File: src/logic/pwr_state_pkg.sv
// Power-state controller constants and types.
// Assumes a single 20 MHz clock domain.
package pwr_state_pkg;
	typedef enum logic [2:0] {
		ST_HW_SHDN = 3'b000,
		ST_TRIM_LOAD = 3'b001,
		ST_SW_SHDN = 3'b010,
		ST_POWERING_UP = 3'b011,
		ST_ACTIVE = 3'b100,
		ST_POWERING_DOWN = 3'b101
	} pwr_state_t;
	localparam int CLK_PERIOD_NS = 50;
	// Ramp time of the amplifier turn-on and turn-off, in ns
	localparam int RAMP_TIME_NS = 1000;
	localparam int RAMP_CYCLES = (RAMP_TIME_NS + CLK_PERIOD_NS - 1) / CLK_PERIOD_NS;
	localparam int RAMP_W = 8;
	localparam logic [RAMP_W-1:0] RAMP_LAST = 8'(RAMP_CYCLES - 1);
	localparam logic [RAMP_W-1:0] RAMP_ZERO = 8'h00;
	localparam int SYNC_BITS = 6;
endpackage : pwr_state_pkg

File: src/logic/level_sync.sv
// Two-flop synchroniser bank for asynchronous level inputs.
// Assumes one clock; first stage feeds only the second stage.
`timescale 1ns/10ps
module level_sync import pwr_state_pkg::*; #(
	parameter int W = SYNC_BITS,
	parameter logic [SYNC_BITS-1:0] RST_VAL = 6'h00
) (
	input wire logic mclk,
	input wire logic rstn,
	input wire logic [W-1:0] async_in,
	output logic [W-1:0] sync_out
);
	logic [W-1:0] meta_r;
	genvar i;
	generate
		for (i = 0; i < W; i++) begin : g_bit
			always_ff @(posedge mclk or negedge rstn) begin
				if (!rstn) begin
					meta_r[i] <= RST_VAL[i];
					sync_out[i] <= RST_VAL[i];
				end else begin
					meta_r[i] <= async_in[i];
					sync_out[i] <= meta_r[i];
				end
			end
		end
	endgenerate
endmodule : level_sync

File: src/logic/power_state_controller.sv
// Power-state sequencer: hardware shutdown, software shutdown, active.
// Assumes trim loader and amplifier blocks handshake on this clock.
//
// What this block does
// - Exactly three power states exist.
// - Steps between adjacent states; a hardware fault drops straight to hardware shutdown.
// - Normal enable transitions can reverse midway.
// - Fault, supply and reset transitions always complete.
// - Start in hardware shutdown after reset.
// - Hardware shutdown is lowest power configuration.
// - Entering hardware shutdown resets registers and bus.
// - Load trim before entering software shutdown.
// - Trim failure interrupt raised in software shutdown.
// - Low enable pin forces hardware shutdown.
// - Low-voltage supply undervoltage forces hardware shutdown.
// - Exit hardware shutdown when low-voltage supplies and pin good.
// - Low enable pin resets all digital logic.
// - Software shutdown keeps only control bus alive.
// - Global enable moves up/down, raising done pulses.
// - Speaker or battery undervoltage drops to software shutdown.
`timescale 1ns/10ps
module power_state_controller import pwr_state_pkg::*; (
	input wire logic mclk,
	input wire logic rstn,
	input wire logic hw_enable_n,
	input wire logic analog_supply_undervoltage_lockout,
	input wire logic core_supply_undervoltage_lockout,
	input wire logic io_supply_undervoltage_lockout,
	input wire logic speaker_supply_undervoltage_lockout,
	input wire logic battery_supply_undervoltage_lockout,
	input wire logic global_enable,
	input wire logic trim_load_done,
	input wire logic trim_load_ok,
	output logic global_reset_n,
	output logic trim_load_start,
	output logic bus_enable,
	output logic amp_enable,
	output logic [1:0] power_state,
	output logic powerup_complete_irq,
	output logic powerdown_complete_irq,
	output logic trim_fail_irq
);
	// ---------------------------------------------
	// Input synchronisation
	// ---------------------------------------------
	// Reset value: pin low and every supply failed, the safe side
	// Levels only: a glitch shorter than one clock may be missed
	logic [SYNC_BITS-1:0] raw_in;
	logic [SYNC_BITS-1:0] sync_in;
	assign raw_in = {hw_enable_n, analog_supply_undervoltage_lockout,
		core_supply_undervoltage_lockout, io_supply_undervoltage_lockout,
		speaker_supply_undervoltage_lockout, battery_supply_undervoltage_lockout};
	level_sync #(.W(SYNC_BITS), .RST_VAL(6'h1F)) u_sync (
		.mclk(mclk),
		.rstn(rstn),
		.async_in(raw_in),
		.sync_out(sync_in)
	);

	// ---------------------------------------------
	// Condition decode
	// ---------------------------------------------
	// Bit order follows the raw_in packing above
	wire pin_high_s = sync_in[5];
	wire analog_bad_s = sync_in[4];
	wire core_bad_s = sync_in[3];
	wire io_bad_s = sync_in[2];
	wire speaker_bad_s = sync_in[1];
	wire battery_bad_s = sync_in[0];
	wire pin_low = ~pin_high_s;
	wire lv_fault = analog_bad_s | core_bad_s | io_bad_s;
	wire hw_fault = pin_low | lv_fault;
	wire hv_fault = speaker_bad_s | battery_bad_s;
	wire hw_ok = ~hw_fault;
	wire want_up = global_enable & ~hv_fault;

	// ---------------------------------------------
	// State machine
	// ---------------------------------------------
	pwr_state_t state_r, state_nxt;
	logic [RAMP_W-1:0] ramp_r, ramp_nxt;
	logic fail_pend_r, fail_pend_nxt;
	logic forced_r, forced_nxt;
	logic pu_irq_nxt, pd_irq_nxt, fail_irq_nxt;

	always_comb begin
		state_nxt = state_r;
		ramp_nxt = ramp_r;
		fail_pend_nxt = fail_pend_r;
		forced_nxt = forced_r;
		pu_irq_nxt = 1'b0;
		pd_irq_nxt = 1'b0;
		fail_irq_nxt = 1'b0;
		if (hw_fault) begin
			// Forced descent, never cancelled; reset wins any state
			state_nxt = ST_HW_SHDN;
			ramp_nxt = RAMP_ZERO;
			fail_pend_nxt = 1'b0;
			forced_nxt = 1'b0;
		end else begin
			case (state_r)
				ST_HW_SHDN: begin
					if (hw_ok) begin
						state_nxt = ST_TRIM_LOAD;
					end
				end
				ST_TRIM_LOAD: begin
					if (trim_load_done) begin
						fail_pend_nxt = ~trim_load_ok;
						state_nxt = ST_SW_SHDN;
					end
				end
				ST_SW_SHDN: begin
					// Interrupt held until the state is really reached
					if (fail_pend_r) begin
						fail_irq_nxt = 1'b1;
						fail_pend_nxt = 1'b0;
					end
					if (want_up) begin
						state_nxt = ST_POWERING_UP;
						ramp_nxt = RAMP_ZERO;
					end
				end
				ST_POWERING_UP: begin
					if (hv_fault) begin
						state_nxt = ST_POWERING_DOWN;
						forced_nxt = 1'b1;
						ramp_nxt = RAMP_ZERO;
					end else if (!global_enable) begin
						// Reverse from the same ramp point
						state_nxt = ST_POWERING_DOWN;
						ramp_nxt = RAMP_LAST - ramp_r;
					end else if (ramp_r == RAMP_LAST) begin
						state_nxt = ST_ACTIVE;
						pu_irq_nxt = 1'b1;
					end else begin
						ramp_nxt = ramp_r + 8'h01;
					end
				end
				ST_ACTIVE: begin
					if (hv_fault) begin
						state_nxt = ST_POWERING_DOWN;
						forced_nxt = 1'b1;
						ramp_nxt = RAMP_ZERO;
					end else if (!global_enable) begin
						state_nxt = ST_POWERING_DOWN;
						ramp_nxt = RAMP_ZERO;
					end
				end
				ST_POWERING_DOWN: begin
					if (!forced_r && want_up) begin
						state_nxt = ST_POWERING_UP;
						ramp_nxt = RAMP_LAST - ramp_r;
					end else if (ramp_r == RAMP_LAST) begin
						state_nxt = ST_SW_SHDN;
						forced_nxt = 1'b0;
						pd_irq_nxt = ~forced_r;
					end else begin
						ramp_nxt = ramp_r + 8'h01;
					end
				end
				default: begin
					state_nxt = ST_HW_SHDN;
				end
			endcase
		end
	end

	// ---------------------------------------------
	// Output decode
	// ---------------------------------------------
	// Ramp states report as the state being left or approached
	wire [1:0] state_code_nxt = (state_nxt == ST_HW_SHDN || state_nxt == ST_TRIM_LOAD) ? 2'h0 :
		(state_nxt == ST_ACTIVE) ? 2'h2 : 2'h1;
	wire amp_on_nxt = (state_nxt == ST_POWERING_UP) || (state_nxt == ST_ACTIVE) ||
		(state_nxt == ST_POWERING_DOWN);
	wire bus_on_nxt = (state_nxt != ST_HW_SHDN) && (state_nxt != ST_TRIM_LOAD);
	wire trim_go_nxt = (state_r == ST_HW_SHDN) && (state_nxt == ST_TRIM_LOAD);

	// ---------------------------------------------
	// State registers
	// ---------------------------------------------
	always_ff @(posedge mclk or negedge rstn) begin
		if (!rstn) begin
			state_r <= ST_HW_SHDN;
			ramp_r <= RAMP_ZERO;
			fail_pend_r <= 1'b0;
			forced_r <= 1'b0;
		end else begin
			state_r <= state_nxt;
			ramp_r <= ramp_nxt;
			fail_pend_r <= fail_pend_nxt;
			forced_r <= forced_nxt;
		end
	end

	// ---------------------------------------------
	// Output registers
	// ---------------------------------------------
	// Launched from next state so pins move on the state edge
	always_ff @(posedge mclk or negedge rstn) begin
		if (!rstn) begin
			global_reset_n <= 1'b0;
			trim_load_start <= 1'b0;
			bus_enable <= 1'b0;
			amp_enable <= 1'b0;
			power_state <= 2'h0;
			powerup_complete_irq <= 1'b0;
			powerdown_complete_irq <= 1'b0;
			trim_fail_irq <= 1'b0;
		end else begin
			global_reset_n <= (state_nxt != ST_HW_SHDN);
			trim_load_start <= trim_go_nxt;
			bus_enable <= bus_on_nxt;
			amp_enable <= amp_on_nxt;
			power_state <= state_code_nxt;
			powerup_complete_irq <= pu_irq_nxt;
			powerdown_complete_irq <= pd_irq_nxt;
			trim_fail_irq <= fail_irq_nxt;
		end
	end
endmodule : power_state_controller

File: config.mk
export PLATFORM = sky130hd
export DESIGN_NAME = power_state_controller
export DESIGN_NICKNAME = d
export VERILOG_FILES = /design/src/logic/pwr_state_pkg.sv /design/src/logic/level_sync.sv /design/src/logic/power_state_controller.sv
export SDC_FILE = /design/constraint.sdc
export NUM_CORES = 1
export LEC_CHECK = 0
export ABC_AREA = 1
export BUFFER_PORTS_ARGS = -buffer_cell sky130_fd_sc_hd__clkbuf_2
export CAP_MARGIN = 20
export CORE_UTILIZATION = 35
export CTS_CLUSTER_DIAMETER = 100
export CTS_CLUSTER_SIZE = 12
export DETAILED_ROUTE_END_ITERATION = 12
export HOLD_SLACK_MARGIN = 0.1
export PLACE_DENSITY_LB_ADDON = 0.05
export SLEW_MARGIN = 20
export SYNTH_ARGS = -nofsm -noshare
export SYNTH_HDL_FRONTEND = slang
export SYNTH_SLANG_ARGS = --single-unit
File: constraint.sdc
create_clock -name mclk -period 2.2 [get_ports mclk]
set_input_delay 0.11 -clock mclk [delete_from_list [all_inputs] [get_ports mclk]]
set_output_delay 0.11 -clock mclk [all_outputs]
set_load 0.01 [all_outputs]
# Yosys cells after proc, flatten, opt, wreduce, memory -nomap -nowiden
# Cells that the tools add are included.
# classes
add_sub_neg,2
eq_ne,17
n_mux,42
bitwise_logic,9
reduce_logical,17
# op_table
op,n
$mux W8,8
$pmux W8 S4,1
$mux W3,10
$mux W1,18
$pmux W3 S6,1
$eq A3 B3 Y1 const B,4
$ne A3 B3 Y1 const B,4
$eq A3 B2 Y1 const B,3
$reduce_bool A3 Y1,3
$add A8 B1 Y8 const B,1
$eq A8 B5 Y1 const B,1
$sub A5 B8 Y8 const A,1
$eq A3 B1 Y1 const B,2
$logic_not A3 Y1,2
$ne A3 B1 Y1 const B,2
$reduce_bool A5 Y1,1
$mux W2,2
$ne A4 B4 Y1 const B,1
$not A1 Y1,4
$or A1 B1 Y1,4
$pmux W1 S2,2
$reduce_and A4 Y1,1
$logic_and A1 B1 Y1,3
$logic_or A1 B1 Y1,3
5 further kinds,5
# totals
regBits,34
out_inout_bits,9
word_cells,111

# Longest topological paths before layout
# logic_depth
word_depth,10
mapped_depth,12
depth_no_buf,12

# Modules after synthesis
# Synthesis repeated with hierarchy kept, for this count alone.
# unflattened
hier_cells,221
hier_area_um2,1767.9
# modules_own_cells
mod,instances,cells_per_inst,area_per_inst_um2,seq_area_each_um2
power_state_controller,1,209,1455.1,550.5
level_sync,1,12,312.8,312.8

# Worst setup path before layout
# No wires, ideal clock.
# synth_path
kind,register to register
startpoint,reg ramp_r[2]
endpoint,reg bus_enable
setup_time_ns,0.116
t_arrival_ns,1.433
t_required_ns,2.084
path_slack_ns,0.651
path_stages_with_launch,12
n_path_buf,0
path_cell_list,dfrtp_1 inv_1 ha_1 nand3_2 nor2_4 inv_2 nand3_1 nand3_1 nand2_1 inv_2 nor2_4 inv_1
# synth_via
elab_chain_cells,8
elab_cells_between_ends,11
cone_classes,2 x eq/ne; 7 x mux; 2 x reduce/logical
# synth_rtl
element,line,text
from (decl),power_state_controller.sv:81,"logic [RAMP_W-1:0] ramp_r, ramp_nxt;"
from (signal assigned),power_state_controller.sv:191,ramp_r <= ramp_nxt;
$eq A8 B5 Y1 (*),"power_state_controller.sv:133, power_state_controller.sv:154",
$mux W3,power_state_controller.sv:133,end else if (ramp_r == RAMP_LAST) begin
$mux W3,power_state_controller.sv:129,end else if (!global_enable) begin
$mux W3,power_state_controller.sv:125,if (hv_fault) begin
$pmux W3 S6 (*),power_state_controller.sv:101,case (state_r)
$mux W3 (*),power_state_controller.sv:94,if (hw_fault) begin
named net state_nxt[1],power_state_controller.sv:80,"pwr_state_t state_r, state_nxt;"
$ne A3 B1 Y1 or $reduce_bool A3 Y1 (tied branches),power_state_controller.sv:177,wire bus_on_nxt = (state_nxt != ST_HW_SHDN) && (state_nxt != ST_TRIM_LOAD);
$logic_and A1 B1 Y1 (*),power_state_controller.sv:177,
named net bus_on_nxt,power_state_controller.sv:177,
to (signal assigned),power_state_controller.sv:214,bus_enable <= bus_on_nxt;
to (decl),power_state_controller.sv:36,"output logic bus_enable,"
# Mark *: on every way through the listed nets, which the timed path passes. The rest lies on a longest branch.
# A chain may end at the register's enable or synchronous reset.

# Worst setup path after layout
# layout_path
startpoint,reg ramp_r[2]
endpoint,reg amp_enable
# layout_via
elab_chain_cells,9
elab_cells_between_ends,13
cone_classes,4 x eq/ne; 7 x mux; 2 x reduce/logical
# layout_rtl
element,line,text
$eq A8 B5 Y1 (*),"power_state_controller.sv:133, power_state_controller.sv:154",
$mux W3,power_state_controller.sv:133,
$mux W3,power_state_controller.sv:129,
$mux W3,power_state_controller.sv:125,
$pmux W3 S6 (*),power_state_controller.sv:101,
$mux W3 (*),power_state_controller.sv:94,
$eq A3 B2 Y1 or $eq A3 B3 Y1 (tied branches),power_state_controller.sv:175,wire amp_on_nxt = (state_nxt == ST_POWERING_UP) || (state_nxt == ST_ACTIVE) ||
$logic_or A1 B1 Y1,power_state_controller.sv:175,
$logic_or A1 B1 Y1 (*),power_state_controller.sv:175,
named net amp_on_nxt,power_state_controller.sv:175,
to (signal assigned),power_state_controller.sv:215,amp_enable <= amp_on_nxt;
to (decl),power_state_controller.sv:37,"output logic amp_enable,"
# Marks and branches as above.

==> impl_metrics.ini <==
[power_and_ir_drop]
pwr-share-seq = 0.480
power_switching_uw = 276.7
leakagePower_uw = 0.001063
switching_share = 0.2045
peakVddDrop_mv = 0.3534
power_uw = 1353
internal_power_uw = 1077
powerDensity_nw_per_um2 = 610.0
p_comb_frac = 0.045
pwr-share-clk = 0.475

[critical_path]
crit_buf_inv = 1
crit_path_start = ramp_r[2]$_DFFE_PN0P_
cp_cell_sequence = inv_1 > ha_1 > nand3_2 > nor2_4 > nor2_1 > a21oi_1 > nand3_2 > nand2_1 > o21ai_1
cp.depth = 9
crit_top_cell = nand3_2
endpoint_kind = flop
crit_path_start_kind = flop
cp_max_fo = 7
r2r_cells = 9
crit_arrival_ps = 1960
critPathTopFamily = simple AND/OR/NAND/NOR gates
worstPathRequired_ps = 2370
critical_path_class = reg2reg
ff2ff_setup_slack_ps = 410
cpMaxStageDelayCell = dfrtp_1
critical-path-max-stage-delay_ps = 450
r2r-start = ramp_r[2]$_DFFE_PN0P_

[floorplan]
die_area_um2 = 5549
die_y_um = 74.49
die_w_um = 74.49
floorplan.initialDensity = 0.3624
core_um2 = 5075
io_pins = 20
fp-row-count = 26

[synth]
ys_seq_area_frac = 0.4694
ys_warn_count = 0
netlist.area_leader.share = 0.3265
synth.avg_cell_area_um2 = 8.360
synth_area_leaders = dfrtp_1 33%, dfstp_2 14%, nand2_1 9.8%
yosysUniqueCellTypes = 28
synth-seq-cells = 34
syn_nets = 234
synth_cells = 220
synth_area_um2 = 1839
yosysTopAreaCell = dfrtp_1

[clock_network]
clock_sink_count = 34
clk_path_buf_depth = 2
clock_latency_ps = 280
cts_buffers = 5
htree_levels = 2
cts.clk_slew.worst_paths_ps = 70
cts_root_buffer = clkbuf_8
cts_tree = built

[sta]
period_minus_slack_ps = 1794
clock_skew_ps = 3.683
fin_ws_ps = 405.8
whs_ps = 183.5
fin_crit_sh = 0.8155
final_hold_viol_count = 0
grt_setup_unrepaired = no
tns_ps = 0
max_freq_mhz = 557.4
finalSetupViolCount = 0
max_slew_margin = 0.4356
drv_slew = 0
worst_pin_slew_ps = 846.5

[global_routing]
track_usage = 0.1589
grt_pass1_vias = 1372
overflow = 0
grt_max_degree = 35
grt_pass1_wl_mm = 6.437
antenna_found_initial = 0

[cells_and_area]
drive_gt1_frac = 0.2913
num_antenna_cells = 0
final-seq-area_um2 = 863.3
stdcell_count = 324
area_delta_synth_final_pct = 20.61
fin_nets = 267
final_common_cell = nand2_1
multiInputGateArea_um2 = 834.6
mostFrequentLayoutCells = 48 x nand2_1, 25 x nor2_1, 24 x inv_1, 24 x dfrtp_1, 19 x clkbuf_2
nFillCells = 523

[place]
dp.cells = 309
dp_hpwl_mm = 2.669
numPortBuffers = 19
gp_congestion = 0.8284
pre_cts_ws_ps = 423.6

[status]
outcome = finished, final reports clean

[hold_path]
hp-start = trim_load_ok
hp-class = in2reg
whs_path_depth = 4

[detailed_routing]
drc = 0
via_count = 1419
drt_iter0_drc = 51
drtAntennaViolNets = 0
drtPass1Iterations = 4
wl_per_cell_um = 11.39
via_per_inst = 4.380
routed_wl_mm = 3.691

[job]
maxCapViolCount = 0
-- Yosys cell counts (all sizes together) --
library cell / n
clkbuf: 1
dfrtp: 24
o22ai: 4
a21oi: 6
xor2: 4
ha: 3
nor4: 1
dfstp: 10
nor3: 2
xnor2: 2
nand3: 16
o21ai: 16
inv: 32
nand4: 2
buf: 1
nor2: 36
nand2: 58
o211ai: 2
-- per-layer routing --
metal  share of wire  global-route usage  up-vias
li1                -                   -      760
met2            0.47              0.2543       19
met5               0                   0        -
met1            0.48              0.2015      634
met4           0.016             0.06289        0
met3           0.031             0.04743        6
-- power groups by stage --
stage / combinational [uW] / clock [uW] / sequential, uW
final: 61.3 / 643 / 649
after global routing: 69.9 / 695 / 650
after CTS: 63.3 / 667 / 649
after detailed placement: 53.7 / 0 / 661
after global placement: 53.5 / 0 / 660
after floorplan: 23.4 / 0 / 660
-- worst register-to-register path, stage by stage (launching register included) --
cell	delay, ps
dfrtp_1	450
inv_1	110
ha_1	210
nand3_2	110
nor2_4	220
nor2_1	120
a21oi_1	160
nand3_2	100
nand2_1	130
o21ai_1	80
-- what timing repair did --
| item | CTS | global route |
|---|---|---|
| hold buffers | 7 | 0 |
| resized for setup | 0 | 0 |
| hold endpoints to repair | 30 | 0 |
| buffers inserted | 0 | 0 |
-- per-stage QoR --
step                      instance area (um^2)  utilization
after floorplan                           1839            -
after global placement                    2016       0.3972
after detailed placement                  2016       0.3972
after CTS                                 2218       0.4371
after global routing                      2218       0.4371
final                                     2218       0.4371
-- cell families after synthesis --
| logic type | after synthesis | share of synthesized area |
|---|---|---|
| AO/OA/AOI/OAI | 28 | 0.08571 |
| XOR/XNOR | 6 | 0.02857 |
| adder cells (fa/ha/maj) | 3 | 0.02041 |
| buffers and inverters | 34 | 0.07687 |
| flip-flops | 34 | 0.4694 |
| AND/OR/NAND/NOR | 115 | 0.3190 |
-- sequential cells by signal, indices dropped and copies added, names as in the netlist --
register                count
power_state                 2
trim_load_start             1
forced_r                    1
powerdown_complete_irq      1
global_reset_n              1
u_sync.sync_out             6
fail_pend_r                 1
state_r                     3
u_sync.meta_r               6
trim_fail_irq               1
bus_enable                  1
ramp_r                      8
powerup_complete_irq        1
amp_enable                  1
-- worst paths after layout --
check,endpoint
min in group asynchronous,ramp_r[4]$_DFFE_PN0P_
hold reg to reg,u_sync.sync_out[5]$_DFF_PN0_
max in group asynchronous,ramp_r[0]$_DFFE_PN0P_
setup reg to reg,amp_enable$_DFF_PN0_
hold / removal,fail_pend_r$_DFFE_PN0P_
setup / recovery,amp_enable$_DFF_PN0_
-- cell type report --
class,instances,share of cell area
Inverter,32,0.05415
Timing Repair Buffer,28,0.08122
Clock buffer,6,0.04230
Multi-Input combinational cell,152,0.3762
Tap cell,70,0.03948
Sequential cell,34,0.3892
Clock inverter,2,0.01748
No activity file was read; power rests on OpenSTA's default activity.
